**config.mk**
```make
export PLATFORM = sky130hd
export DESIGN_NAME = isio_top
export DESIGN_NICKNAME = d
export VERILOG_FILES = /design/src/logic/isio_pin_drive.v /design/src/logic/isio_top.v
export VERILOG_INCLUDE_DIRS = /design/src /design/src/logic
export SDC_FILE = /design/constraint.sdc
export NUM_CORES = 1
export LEC_CHECK = 0
export BUFFER_PORTS_ARGS = -buffer_cell sky130_fd_sc_hd__buf_2
export CAP_MARGIN = 20
export CORE_ASPECT_RATIO = 1.75
export CORE_MARGIN = 2
export CORE_UTILIZATION = 48
export CTS_BUF_LIST = sky130_fd_sc_hd__clkbuf_4 sky130_fd_sc_hd__clkbuf_8
export DETAILED_ROUTE_END_ITERATION = 12
export PLACE_DENSITY = 0.83
export REMOVE_ABC_BUFFERS = 1
export SLEW_MARGIN = 10
export SYNTH_ARGS = -nofsm -noshare
export SYNTH_HDL_FRONTEND = slang
export SYNTH_SLANG_ARGS = --single-unit
export TNS_END_PERCENT = 10
```
**constraint.sdc**
```tcl
create_clock -name clk_i -period 2.69 [get_ports clk_i]
set_input_delay 0.6725 -clock clk_i [delete_from_list [all_inputs] [get_ports clk_i]]
set_output_delay 0.6725 -clock clk_i [all_outputs]
set_load 0.03 [all_outputs]
```
**src/logic/isio_map.vh**
```
// Register map, field positions and reset values of the interrupt status
// and output block. Assumes word-indexed registers on a 32-bit bus.
`ifndef ISIO_MAP_VH
`define ISIO_MAP_VH

// ==========================================================================
// Register indices (byte address is four times the index)
`define ISIO_IDX_HP_OFF_DONE   16'h198D
`define ISIO_IDX_PIN_LEVEL     16'h1990
`define ISIO_IDX_EVLOG_NE      16'h1995
`define ISIO_IDX_EVLOG_FULL    16'h1996
`define ISIO_IDX_EVLOG_WMARK   16'h1997
`define ISIO_IDX_DSP_DMA       16'h1998
`define ISIO_IDX_DSP_BUSY      16'h199D
`define ISIO_IDX_ALARM         16'h19A3
`define ISIO_IDX_LINE1_CTRL    16'h1A80
`define ISIO_IDX_LINE2_CTRL    16'h1A82
`define ISIO_IDX_SUMMARY       16'h1AA0
`define ISIO_IDX_EV_STATUS     16'h1AB0
`define ISIO_IDX_EV_CLEAR      16'h1AB1
`define ISIO_IDX_EV_ENABLE     16'h1AB2

// ==========================================================================
// Field positions
`define ISIO_BIT_MASK          11
`define ISIO_BIT_POL           10
`define ISIO_BIT_DRIVE         9

// ==========================================================================
// Reset values
`define ISIO_LINE1_RST         16'h0400
`define ISIO_LINE2_RST         16'h0000
`define ISIO_UNMAPPED_DATA     32'hDEAD_0000

`endif

```
**src/logic/isio_pin_drive.v**
```verilog
// One interrupt output pin: polarity and push-pull or open-drain drive.
// Assumes a two-signal pin resolved outside the design.
`timescale 1ns/1ps
module isio_pin_drive (
    // Clock and reset
    input  wire clk_i,
    input  wire rst_i,
    // Control
    input  wire active_i,
    input  wire active_low_i,
    input  wire open_drain_i,
    // Pin
    output reg  pin_o,
    output reg  pin_oe_o
);
    wire lvl;
    assign lvl = active_i ^ active_low_i;

    // ======================================================================
    // Output stage
    // assert per polarity.
    always @(posedge clk_i) begin
        if (rst_i) begin
            pin_o    <= 1'b1;
            pin_oe_o <= 1'b1;
        end else begin
            pin_o <= lvl;
            pin_oe_o <= open_drain_i ? ~lvl : 1'b1;
        end
    end
endmodule

```
**src/logic/isio_top.v**
```verilog
// Interrupt status and interrupt output lines for the second status set,
// with a classic Wishbone register slave.
// Assumes status sources are synchronous to clk_i.
//
// Operation
// - Headphone disable done flag reads 0 while sequence runs, 1 when idle.
// - Sixteen pin levels readable, pin sixteen at bit 15, pin one bit 0.
// - Pin level valid only for plain inputs; DSP-owned pins read zero.
// - Event log not-empty bit reads 1 while FIFO holds an entry.
// - Event log full bit reads 1 while FIFO is full.
// - Event log watermark bit reads 1 once level reached watermark.
// - DSP transfer done reads 1 when all enabled buffers filled or emptied.
// - Alarm one channels one to four at bits 0 to 3, 1 while asserted.
// - Line one mask bit 11 suppresses line one, resets unmasked.
// - Bit 10 polarity, reset active low; bit 9 selects open drain.
// - Line two mask bit 11 suppresses line two, resets unmasked.
// - Summary bit 1 is OR of unmasked set two event flags.
// - Summary bit 0 is OR of unmasked set one event flags.
`timescale 1ns/1ps
`include "isio_map.vh"
module isio_top (
    // Clock and reset
    input  wire        clk_i,
    input  wire        rst_i,
    // Wishbone slave
    input  wire        cyc_i,
    input  wire        stb_i,
    input  wire        we_i,
    input  wire [17:0] adr_i,
    input  wire [3:0]  sel_i,
    input  wire [31:0] dat_i,
    output reg  [31:0] dat_o,
    output reg         ack_o,
    // Status sources
    input  wire [5:0]  hp_off_busy_i,
    input  wire [15:0] pin_level_i,
    input  wire [15:0] pin_is_input_i,
    input  wire [15:0] dsp_owned_pin_i,
    input  wire [4:0]  evlog_count_i,
    input  wire [4:0]  evlog_depth_i,
    input  wire [4:0]  evlog_wmark_i,
    input  wire [7:0]  write_transfer_en_i,
    input  wire [7:0]  write_transfer_full_i,
    input  wire [7:0]  read_transfer_en_i,
    input  wire [7:0]  read_transfer_empty_i,
    input  wire        dsp_executing_i,
    input  wire [3:0]  alarm_one_i,
    // Event flags of both sets, already masked per source
    input  wire [31:0] set_one_event_flag_i,
    input  wire [31:0] set_two_event_flag_i,
    // Interrupt pins
    output wire        line_one_o,
    output wire        line_one_oe_o,
    output wire        line_two_o,
    output wire        line_two_oe_o,
    // Block interrupt
    output reg         irq_o
);
    // ======================================================================
    // Registers
    reg  [5:0]  hp_off_complete_reg;
    reg  [15:0] pin_level_reg;
    reg         evlog_has_entries_reg;
    reg         evlog_full_flag_reg;
    reg         evlog_level_reached_reg;
    reg         dsp_transfer_done_reg;
    reg         dsp_running_flag_reg;
    reg  [3:0]  alarm_one_reg;
    reg  [15:0] line1_ctrl_reg;
    reg  [15:0] line2_ctrl_reg;
    reg  [1:0]  summary_reg;
    reg  [1:0]  line_active_reg;
    reg  [7:0]  ev_status_reg;
    reg  [7:0]  ev_enable_reg;
    reg  [7:0]  ev_prev_reg;
    reg  [31:0] rd_next;
    wire [7:0]  ev_level;
    wire [7:0]  ev_rise;
    wire        access;
    wire [15:0] idx;
    wire        wr_clear;

    // Returns 1 when the request addresses register index i.
    function hit;
        input [15:0] a;
        input [15:0] i;
        begin
            hit = (a == i);
        end
    endfunction

    assign access   = cyc_i & stb_i & ~ack_o;
    assign idx      = adr_i[17:2];
    assign wr_clear = access & we_i & sel_i[0]
                      & hit(idx, `ISIO_IDX_EV_CLEAR);

    // ======================================================================
    // Raw status capture
    always @(posedge clk_i) begin
        if (rst_i) begin
            hp_off_complete_reg     <= 6'h00;
            pin_level_reg           <= 16'h0000;
            evlog_has_entries_reg   <= 1'b0;
            evlog_full_flag_reg     <= 1'b0;
            evlog_level_reached_reg <= 1'b0;
            dsp_transfer_done_reg   <= 1'b0;
            dsp_running_flag_reg    <= 1'b0;
            alarm_one_reg           <= 4'h0;
            summary_reg             <= 2'b00;
        end else begin
            hp_off_complete_reg <= ~hp_off_busy_i;
            pin_level_reg <= pin_level_i & pin_is_input_i
                             & ~dsp_owned_pin_i;
            evlog_has_entries_reg <= (evlog_count_i != 5'h00);
            evlog_full_flag_reg <= (evlog_count_i >= evlog_depth_i);
            evlog_level_reached_reg <= (evlog_count_i >= evlog_wmark_i);
            dsp_transfer_done_reg <=
                ((write_transfer_en_i & ~write_transfer_full_i) == 8'h00)
                && ((read_transfer_en_i & ~read_transfer_empty_i) == 8'h00);
            dsp_running_flag_reg <= dsp_executing_i;
            alarm_one_reg <= alarm_one_i;
            summary_reg <= {|set_two_event_flag_i, |set_one_event_flag_i};
        end
    end

    // ======================================================================
    // Line activity: summary gated by each line mask
    always @(posedge clk_i) begin
        if (rst_i) begin
            line_active_reg <= 2'b00;
        end else begin
            line_active_reg[0] <= summary_reg[0]
                                  & ~line1_ctrl_reg[`ISIO_BIT_MASK];
            line_active_reg[1] <= summary_reg[1]
                                  & ~line2_ctrl_reg[`ISIO_BIT_MASK];
        end
    end

    // Both lines share the polarity and drive settings of line one control.
    isio_pin_drive u_line_one (
        .clk_i        (clk_i),
        .rst_i        (rst_i),
        .active_i     (line_active_reg[0]),
        .active_low_i (line1_ctrl_reg[`ISIO_BIT_POL]),
        .open_drain_i (line1_ctrl_reg[`ISIO_BIT_DRIVE]),
        .pin_o        (line_one_o),
        .pin_oe_o     (line_one_oe_o)
    );

    isio_pin_drive u_line_two (
        .clk_i        (clk_i),
        .rst_i        (rst_i),
        .active_i     (line_active_reg[1]),
        .active_low_i (line1_ctrl_reg[`ISIO_BIT_POL]),
        .open_drain_i (line1_ctrl_reg[`ISIO_BIT_DRIVE]),
        .pin_o        (line_two_o),
        .pin_oe_o     (line_two_oe_o)
    );

    // ======================================================================
    // Sticky events: rising edges of the status bits
    assign ev_level = {summary_reg, dsp_transfer_done_reg,
                       evlog_level_reached_reg, evlog_full_flag_reg,
                       evlog_has_entries_reg, |alarm_one_reg,
                       &hp_off_complete_reg};
    assign ev_rise  = ev_level & ~ev_prev_reg;

    // A new edge wins over a clear in the same cycle so no event is lost.
    always @(posedge clk_i) begin
        if (rst_i) begin
            ev_prev_reg   <= 8'h00;
            ev_status_reg <= 8'h00;
            irq_o         <= 1'b0;
        end else begin
            ev_prev_reg   <= ev_level;
            ev_status_reg <= (ev_status_reg
                              & ~(wr_clear ? dat_i[7:0] : 8'h00))
                             | ev_rise;
            irq_o         <= |(ev_status_reg & ev_enable_reg);
        end
    end

    // ======================================================================
    // Wishbone writes
    // Only the low byte lanes matter; all registers are 16 bits or less.
    always @(posedge clk_i) begin
        if (rst_i) begin
            line1_ctrl_reg <= `ISIO_LINE1_RST;
            line2_ctrl_reg <= `ISIO_LINE2_RST;
            ev_enable_reg  <= 8'h00;
        end else if (access && we_i) begin
            if (hit(idx, `ISIO_IDX_LINE1_CTRL)) begin
                if (sel_i[1]) begin
                    line1_ctrl_reg[15:8] <= dat_i[15:8];
                end
                if (sel_i[0]) begin
                    line1_ctrl_reg[7:0] <= dat_i[7:0];
                end
            end else if (hit(idx, `ISIO_IDX_LINE2_CTRL)) begin
                if (sel_i[1]) begin
                    line2_ctrl_reg[15:8] <= dat_i[15:8];
                end
                if (sel_i[0]) begin
                    line2_ctrl_reg[7:0] <= dat_i[7:0];
                end
            end else if (hit(idx, `ISIO_IDX_EV_ENABLE)) begin
                if (sel_i[0]) begin
                    ev_enable_reg <= dat_i[7:0];
                end
            end
        end
    end

    // ======================================================================
    // Wishbone read decode
    always @* begin
        rd_next = 32'h0000_0000;
        if (hit(idx, `ISIO_IDX_HP_OFF_DONE)) begin
            rd_next[5:0] = hp_off_complete_reg;
        end else if (hit(idx, `ISIO_IDX_PIN_LEVEL)) begin
            rd_next[15:0] = pin_level_reg;
        end else if (hit(idx, `ISIO_IDX_EVLOG_NE)) begin
            rd_next[0] = evlog_has_entries_reg;
        end else if (hit(idx, `ISIO_IDX_EVLOG_FULL)) begin
            rd_next[0] = evlog_full_flag_reg;
        end else if (hit(idx, `ISIO_IDX_EVLOG_WMARK)) begin
            rd_next[0] = evlog_level_reached_reg;
        end else if (hit(idx, `ISIO_IDX_DSP_DMA)) begin
            rd_next[0] = dsp_transfer_done_reg;
        end else if (hit(idx, `ISIO_IDX_DSP_BUSY)) begin
            rd_next[0] = dsp_running_flag_reg;
        end else if (hit(idx, `ISIO_IDX_ALARM)) begin
            rd_next[3:0] = alarm_one_reg;
        end else if (hit(idx, `ISIO_IDX_LINE1_CTRL)) begin
            rd_next[15:0] = line1_ctrl_reg;
        end else if (hit(idx, `ISIO_IDX_LINE2_CTRL)) begin
            rd_next[15:0] = line2_ctrl_reg;
        end else if (hit(idx, `ISIO_IDX_SUMMARY)) begin
            rd_next[1:0] = summary_reg;
        end else if (hit(idx, `ISIO_IDX_EV_STATUS)) begin
            rd_next[7:0] = ev_status_reg;
        end else if (hit(idx, `ISIO_IDX_EV_ENABLE)) begin
            rd_next[7:0] = ev_enable_reg;
        end else if (hit(idx, `ISIO_IDX_EV_CLEAR)) begin
            rd_next = 32'h0000_0000;
        end else begin
            rd_next = `ISIO_UNMAPPED_DATA;
        end
    end

    // One wait state: ack one edge after the request, then dropped.
    always @(posedge clk_i) begin
        if (rst_i) begin
            ack_o <= 1'b0;
            dat_o <= 32'h0000_0000;
        end else begin
            ack_o <= access;
            if (access && !we_i) begin
                dat_o <= rd_next;
            end
        end
    end
endmodule

```
[Word level (Yosys, flattened, before mapping)]
Index checks and enable logic that the tools add are counted.
Word-level totals
  output and inout bits: 38
  logic and storage cells: 149
  flip-flop bits (word level): 129
  input port bits: 229
Cells by class
  reductions and logical operators: 18
  equality and inequality tests: 14
  bitwise gates (word level): 31
  order comparisons: 2
  mux-type cells: 60
Operators by type and width (count)
  $mux 32: 14
  $eq 16x13->1 const B: 14
  $mux 16: 14
  $mux 31: 5
  $mux 8: 14
  $reduce_or 32->1: 2
  $mux 24: 2
  $and 8x8->8: 5
  $and 16x16->16: 2
  $not 8->8: 4
  $mux 30: 1
  $mux 28: 1
  $mux 26: 1
  $logic_not 8->1: 2
  $not 16->16: 1
  $ge 5x5->1: 2
  $not 1->1: 8
  $or 8x8->8: 1
  $reduce_and 4->1: 2
  $reduce_or 8->1: 1
  $and 1x1->1: 7
  $mux 6: 1
  $not 6->6: 1
  $reduce_and 3->1: 2
  11 further kinds: 18

[Longest topological paths before layout]
  word-level depth: 47
  gate-level depth with buffers: 8
  gate-level depth less buffers: 8

[Modules after synthesis]
From an unflattened synthesis, not the netlist that was laid out.
Unflattened totals
  cells, all modules: 642
  area total of the unflattened synthesis: 5335.1 µm²
By module, submodules not included
  isio_top: seq. area each 2202.1 µm², area an instance 5205.0 µm², times used 1, cells an instance 632
  isio_pin_drive: seq. area each 40.0 µm², area an instance 65.1 µm², times used 2, cells an instance 5

[Least setup slack after synthesis]
Ideal clock, no wire load.
  path kind: input port to flip-flop
  from: in adr_i[5]
  to: reg line1_ctrl_reg[10]
  buffers on the path: 1
  required time: 2570 ps
  setup slack: 374 ps
  library setup time: 120 ps
  data arrival time: 2196 ps
  stages on the path: 7
  cell sequence: buf_6 > or4b_4 > nor2_2 > nand4_4 > nor2_8 > nor2b_2 > a211o_1
On the way
  longest elaborated chain between the ends: 2
Ends and longest elaborated chain
  start, declared: RTL line isio_top.v:29  | input wire [17:0] adr_i,
  $eq 16x13->1: RTL line isio_top.v:88  | hit = (a == i);
  $reduce_and 3->1 (no line)
  end signal, assigned: RTL line isio_top.v:188  | line1_ctrl_reg <= `ISIO_LINE1_RST;
  end signal, assigned: RTL line isio_top.v:194  | line1_ctrl_reg[15:8] <= dat_i[15:8];
  end, declared: RTL line isio_top.v:69  | reg [15:0] line1_ctrl_reg;
Every way passes these cells.
A chain may end at the register's enable or synchronous reset.

[Worst setup path in the final report]
  from: in adr_i[10]
  to: reg line2_ctrl_reg[2]
On the way
  longest elaborated chain between the ends: 3
  elaborated cells on any way between the ends: 4
  those cells by class: eq/ne (2); bitwise (1); reduce/logical (1)
Ends and longest elaborated chain
  $eq 16x13->1: RTL line isio_top.v:88
  $not 1->1 (no line)
  $reduce_and 4->1 (no line) *
  end signal, assigned: RTL line isio_top.v:189  | line2_ctrl_reg <= `ISIO_LINE2_RST;
  end signal, assigned: RTL line isio_top.v:204  | line2_ctrl_reg[7:0] <= dat_i[7:0];
  end, declared: RTL line isio_top.v:70  | reg [15:0] line2_ctrl_reg;
Every way passes the cells marked *; elsewhere a longest branch is shown, timed or not.

==> PnR_summary.wiki <==
{| class="wikitable"
! Metric !! Value
|-
| Outcome || finished clean
|-
| Total area of multi-input combinational cells || 2810 µm²
|-
| Final-report setup violation count || 0
|-
| CTS root buffer || sky130_fd_sc_hd__clkbuf_8
|-
| # IOs || between 200 and 300
|-
| Async set-or-reset flop fraction in the synthesized netlist || 0%
|-
| Critical R2R Launch || ack_o
|-
| Insertion delay of the later-clocked pin in the worst-skew pair || 430 ps
|-
| Final standard cell area without fillers || 7290 µm²
|-
| Number of port buffers || 241
|-
| Hold Vio Cnt, Final || 0
|-
| Number of DRC violations after detailed-routing iteration 0 || 300
|-
| Overflow left after global routing || 0
|-
| Number of inserted diodes || 0
|-
| CP required || between 2000 and 3000 ps
|-
| Flip-flop count of the largest register after layout || 17
|-
| Number of levels in the clock H-tree || 4
|-
| WL per Instance || 16.6 µm
|-
| Buffer count from post-CTS setup fixing || 0
|-
| Post-DRT Antenna Nets || 0
|-
| Leading cell types in the layout, fill and taps excluded || 240 x sky130_fd_sc_hd__buf_2, 114 x sky130_fd_sc_hd__dfxtp_1, 77 x sky130_fd_sc_hd__nor2_1
|-
| Synthesized-area fraction occupied by xor and xnor cells || 0.319%
|-
| Die area || 12,300 µm²
|-
| Endpoint of the worst hold path || hp_off_complete_reg[3]
|-
| Reported max-cap violation count || 0
|-
| Compound-gate portion of the synthesized area || 13.4%
|-
| Initial Utilization || around half
|-
| Worst Path Class, Setup || primary input to register
|-
| Final critical delay including setup and external delays || around 2300 ps
|-
| Crit path launch type || primary input
|-
| Number of synthesized flops with an enable pin || 0
|-
| Setup slack after placement || 9.24 ps
|-
| Max frequency || 431 MHz
|-
| Worst hold path cell count || 2
|-
| Mean instance size in the synthesized netlist || 9.11 µm²
|-
| Hold buffer count at CTS || 0
|-
| Vias || 5,472
|-
| Vias per Instance || 5.47
|-
| Placed instance count || 968
|-
| Vias in the first global route || 5,309
|-
| Relative slew slack || 46.9%
|-
| Sw frac || 25.7%
|-
| Fraction of final layout cells sized beyond drive strength 1 || between 30% and 40%
|-
| Post-route insts no fill || 1,000
|-
| Total placed instance area || 6860 µm²
|-
| Pin count of the biggest net entering global routing || 80
|-
| Power density of the placed cells || about 540 nW/µm²
|-
| Total design power || between 3 and 4 mW
|-
| Combinational share of power || 12.0%
|-
| Share of the yosys chip area belonging to registers || between 40% and 50%
|-
| Final Max Tran Viols || 0
|-
| Fraction of power consumed by the clock network || 42.8%
|-
| Post-synthesis share of cell area spent on full adders, half adders and majority gates || 2.28%
|-
| Total net switching power || 1.00 mW
|-
| Horizontal extent of the die || between 80 and 90 µm
|-
| # nets final || 1,094
|-
| Slew at the pin closest to its max-slew limit || slightly below 800 ps
|-
| Post-DP HPWL || between 10 and 15 mm
|-
| Sequential Power Share || 45.1%
|-
| Total number of clock tree sinks || 114
|-
| Netlist Area Pre-Place || 5490 µm²
|-
| Tightest Hold Check Type || primary input to register
|-
| Overall routed net length || 16.6 mm
|-
| First-pass iteration count of the detailed router || 6
|-
| Static Leak || 3.29 nW
|-
| Simple-gate share of the synthesized area || 27.3%
|-
| Maximum vdd drop || 0.437 mV
|-
| Clock-pin slew on the worst setup and hold paths || 70 ps
|-
| Crit Path Max Fanout || 7
|-
| Clock Tree Buf Depth || 2
|-
| Total number of yosys warnings || 0
|-
| Overall track demand over capacity in global routing || 26.7%
|-
| Total internal power || 2.91 mW
|-
| First element of the critical path || adr_i[10]
|-
| Arrival time at the worst endpoint || about 2600 ps
|-
| Total negative setup slack || 0 ps
|-
| Clock skew || 10.9 ps
|-
| #FFs+latches synth || about 110
|-
| RR Endpoint || ev_status_reg[1]
|-
| Combinational family with the most area after synthesis || simple AND/OR/NAND/NOR gates
|-
| Chip height || 145 µm
|-
| First-pass GRT wire length || approximately 26 mm
|-
| Final critical-path setup slack || 368 ps
|-
| Fillers || 923
|-
| Worst min-delay path startpoint || hp_off_busy_i[3]
|-
| Area Growth Syn to Fin || 32.7%
|-
| Largest register by flop count || dat_o
|-
| Sequential cell area || 2280 µm²
|-
| Post-route DRC violation count || 0
|-
| Number of cells traversed by the worst register-to-register path || 6
|-
| Total core area || 11,200 µm²
|-
| TritonCTS buffer count || 17
|-
| Crit end category || register
|-
| Leading register cell type out of synthesis || sky130_fd_sc_hd__dfxtp_1
|-
| Instance count of the mapped netlist || 603
|-
| Weighted congestion reported at the end of routability-driven placement || 0.952
|-
| Placement row count || 51
|-
| Final period util || 86.3%
|-
| Register-to-register setup slack || 810 ps
|-
| Mux share of post-synthesis cell area || roughly 7.5%
|-
| Antenna violations before repair || 0
|-
| Unrepaired setup endpoints after global routing || false
|-
| Cts repair resizes || 0
|-
| Leading cell type in the layout, fill and taps excluded || sky130_fd_sc_hd__buf_2
|-
| CTS tree || built
|-
| Library cells used by synthesis || 76
|}
worst max-delay path by stage:
| stage | to | slack, ps | cells after the start |
|---|---|---|---|
| global route | line2_ctrl_reg[2] | 300 | 8 |
| CTS | line2_ctrl_reg[2] | 450 | 8 |
| floorplan | dat_o[16] | -390 | 0 |
| detailed placement | line2_ctrl_reg[2] | 9 | 8 |
| global placement | line2_ctrl_reg[2] | 100 | 8 |
| finish | line2_ctrl_reg[2] | 370 | 8 |
power by group through the flow:
stage | combinational (mW) | sequential [mW] | clock [mW]
global placement | 0.459 | 1.80 | 0
CTS | 0.472 | 1.76 | 1.72
floorplan | 0.152 | 1.83 | 0
finish | 0.471 | 1.76 | 1.67
detailed placement | 0.468 | 1.80 | 0
global route | 0.517 | 1.77 | 1.79
area by class of cell:
cell class,count,area share [%]
Inverter,34,1.75
Tap cell,132,2.27
Sequential cell,114,31.3
Multi-Input combinational cell,416,38.5
Clock buffer,18,3.40
Clock inverter,14,2.47
Timing Repair Buffer,272,20.3
critical path: stages:
cell and delay (ps):
sky130_fd_sc_hd__buf_2 120, sky130_fd_sc_hd__or4b_4 590, sky130_fd_sc_hd__nor3_2 230, sky130_fd_sc_hd__nor2b_1 330, sky130_fd_sc_hd__and2b_1 260, sky130_fd_sc_hd__buf_12 150
sky130_fd_sc_hd__mux2i_1 200, sky130_fd_sc_hd__nor2_1 50
routing by layer:
metal	up-vias	track usage, %	share of wire, %
li1	2653	-	-
met1	2518	28.6	36
met2	247	47.2	53
met3	54	5.62	5.6
met4	0	15.6	5.2
met5	-	0	0
synthesized netlist by cell type (4+ instances only):
| master | number | area share, % |
|---|---|---|
| sky130_fd_sc_hd__dfxtp_1 | 114 | 42 |
| sky130_fd_sc_hd__nor2_1 | 77 | 5.3 |
| sky130_fd_sc_hd__mux2i_1 | 41 | 7.5 |
| sky130_fd_sc_hd__inv_1 | 34 | 2.3 |
| sky130_fd_sc_hd__a21oi_1 | 27 | 2.5 |
| sky130_fd_sc_hd__nand2_1 | 25 | 1.7 |
| sky130_fd_sc_hd__nor3_1 | 25 | 2.3 |
| sky130_fd_sc_hd__nor4_1 | 22 | 2.5 |
| sky130_fd_sc_hd__buf_4 | 20 | 2.7 |
| sky130_fd_sc_hd__nor2b_1 | 19 | 2.2 |
| sky130_fd_sc_hd__nand2b_1 | 15 | 1.7 |
| sky130_fd_sc_hd__o21ai_0 | 15 | 1.4 |
| sky130_fd_sc_hd__clkbuf_1 | 14 | 0.96 |
| sky130_fd_sc_hd__ha_1 | 10 | 2.3 |
| sky130_fd_sc_hd__a22oi_1 | 9 | 1.2 |
| sky130_fd_sc_hd__a221o_1 | 8 | 1.5 |
| sky130_fd_sc_hd__nand3_1 | 8 | 0.73 |
| sky130_fd_sc_hd__nand4_1 | 7 | 0.80 |
| sky130_fd_sc_hd__a21o_1 | 6 | 0.82 |
| sky130_fd_sc_hd__a221oi_1 | 6 | 0.96 |
| sky130_fd_sc_hd__a32oi_1 | 6 | 0.96 |
| sky130_fd_sc_hd__or3_1 | 6 | 0.68 |
| sky130_fd_sc_hd__a211oi_1 | 5 | 0.68 |
| sky130_fd_sc_hd__a31oi_1 | 4 | 0.46 |
| sky130_fd_sc_hd__buf_6 | 4 | 0.82 |
| sky130_fd_sc_hd__nor3_2 | 4 | 0.73 |
| sky130_fd_sc_hd__o31ai_1 | 4 | 0.55 |
per-stage QoR:
stage               hold WS (ps)  util [%]
detailed placement           405      61.4
floorplan                    395         -
CTS                          358      65.3
finish                       389      65.3
global route                 369      65.3
global placement             401      61.4
cell families (layout without fill, tap and decap cells):
logic type / Yosys count / count (layout)
simple gates: 252 / 252
flops: 114 / 114
compound gates: 106 / 106
buf+inv: 77 / 338
mux: 41 / 41
fa+ha+maj: 10 / 10
xor+xnor: 2 / 2
other cells: 1 / 5
Note: power is estimated with default switching activity, not from simulation.
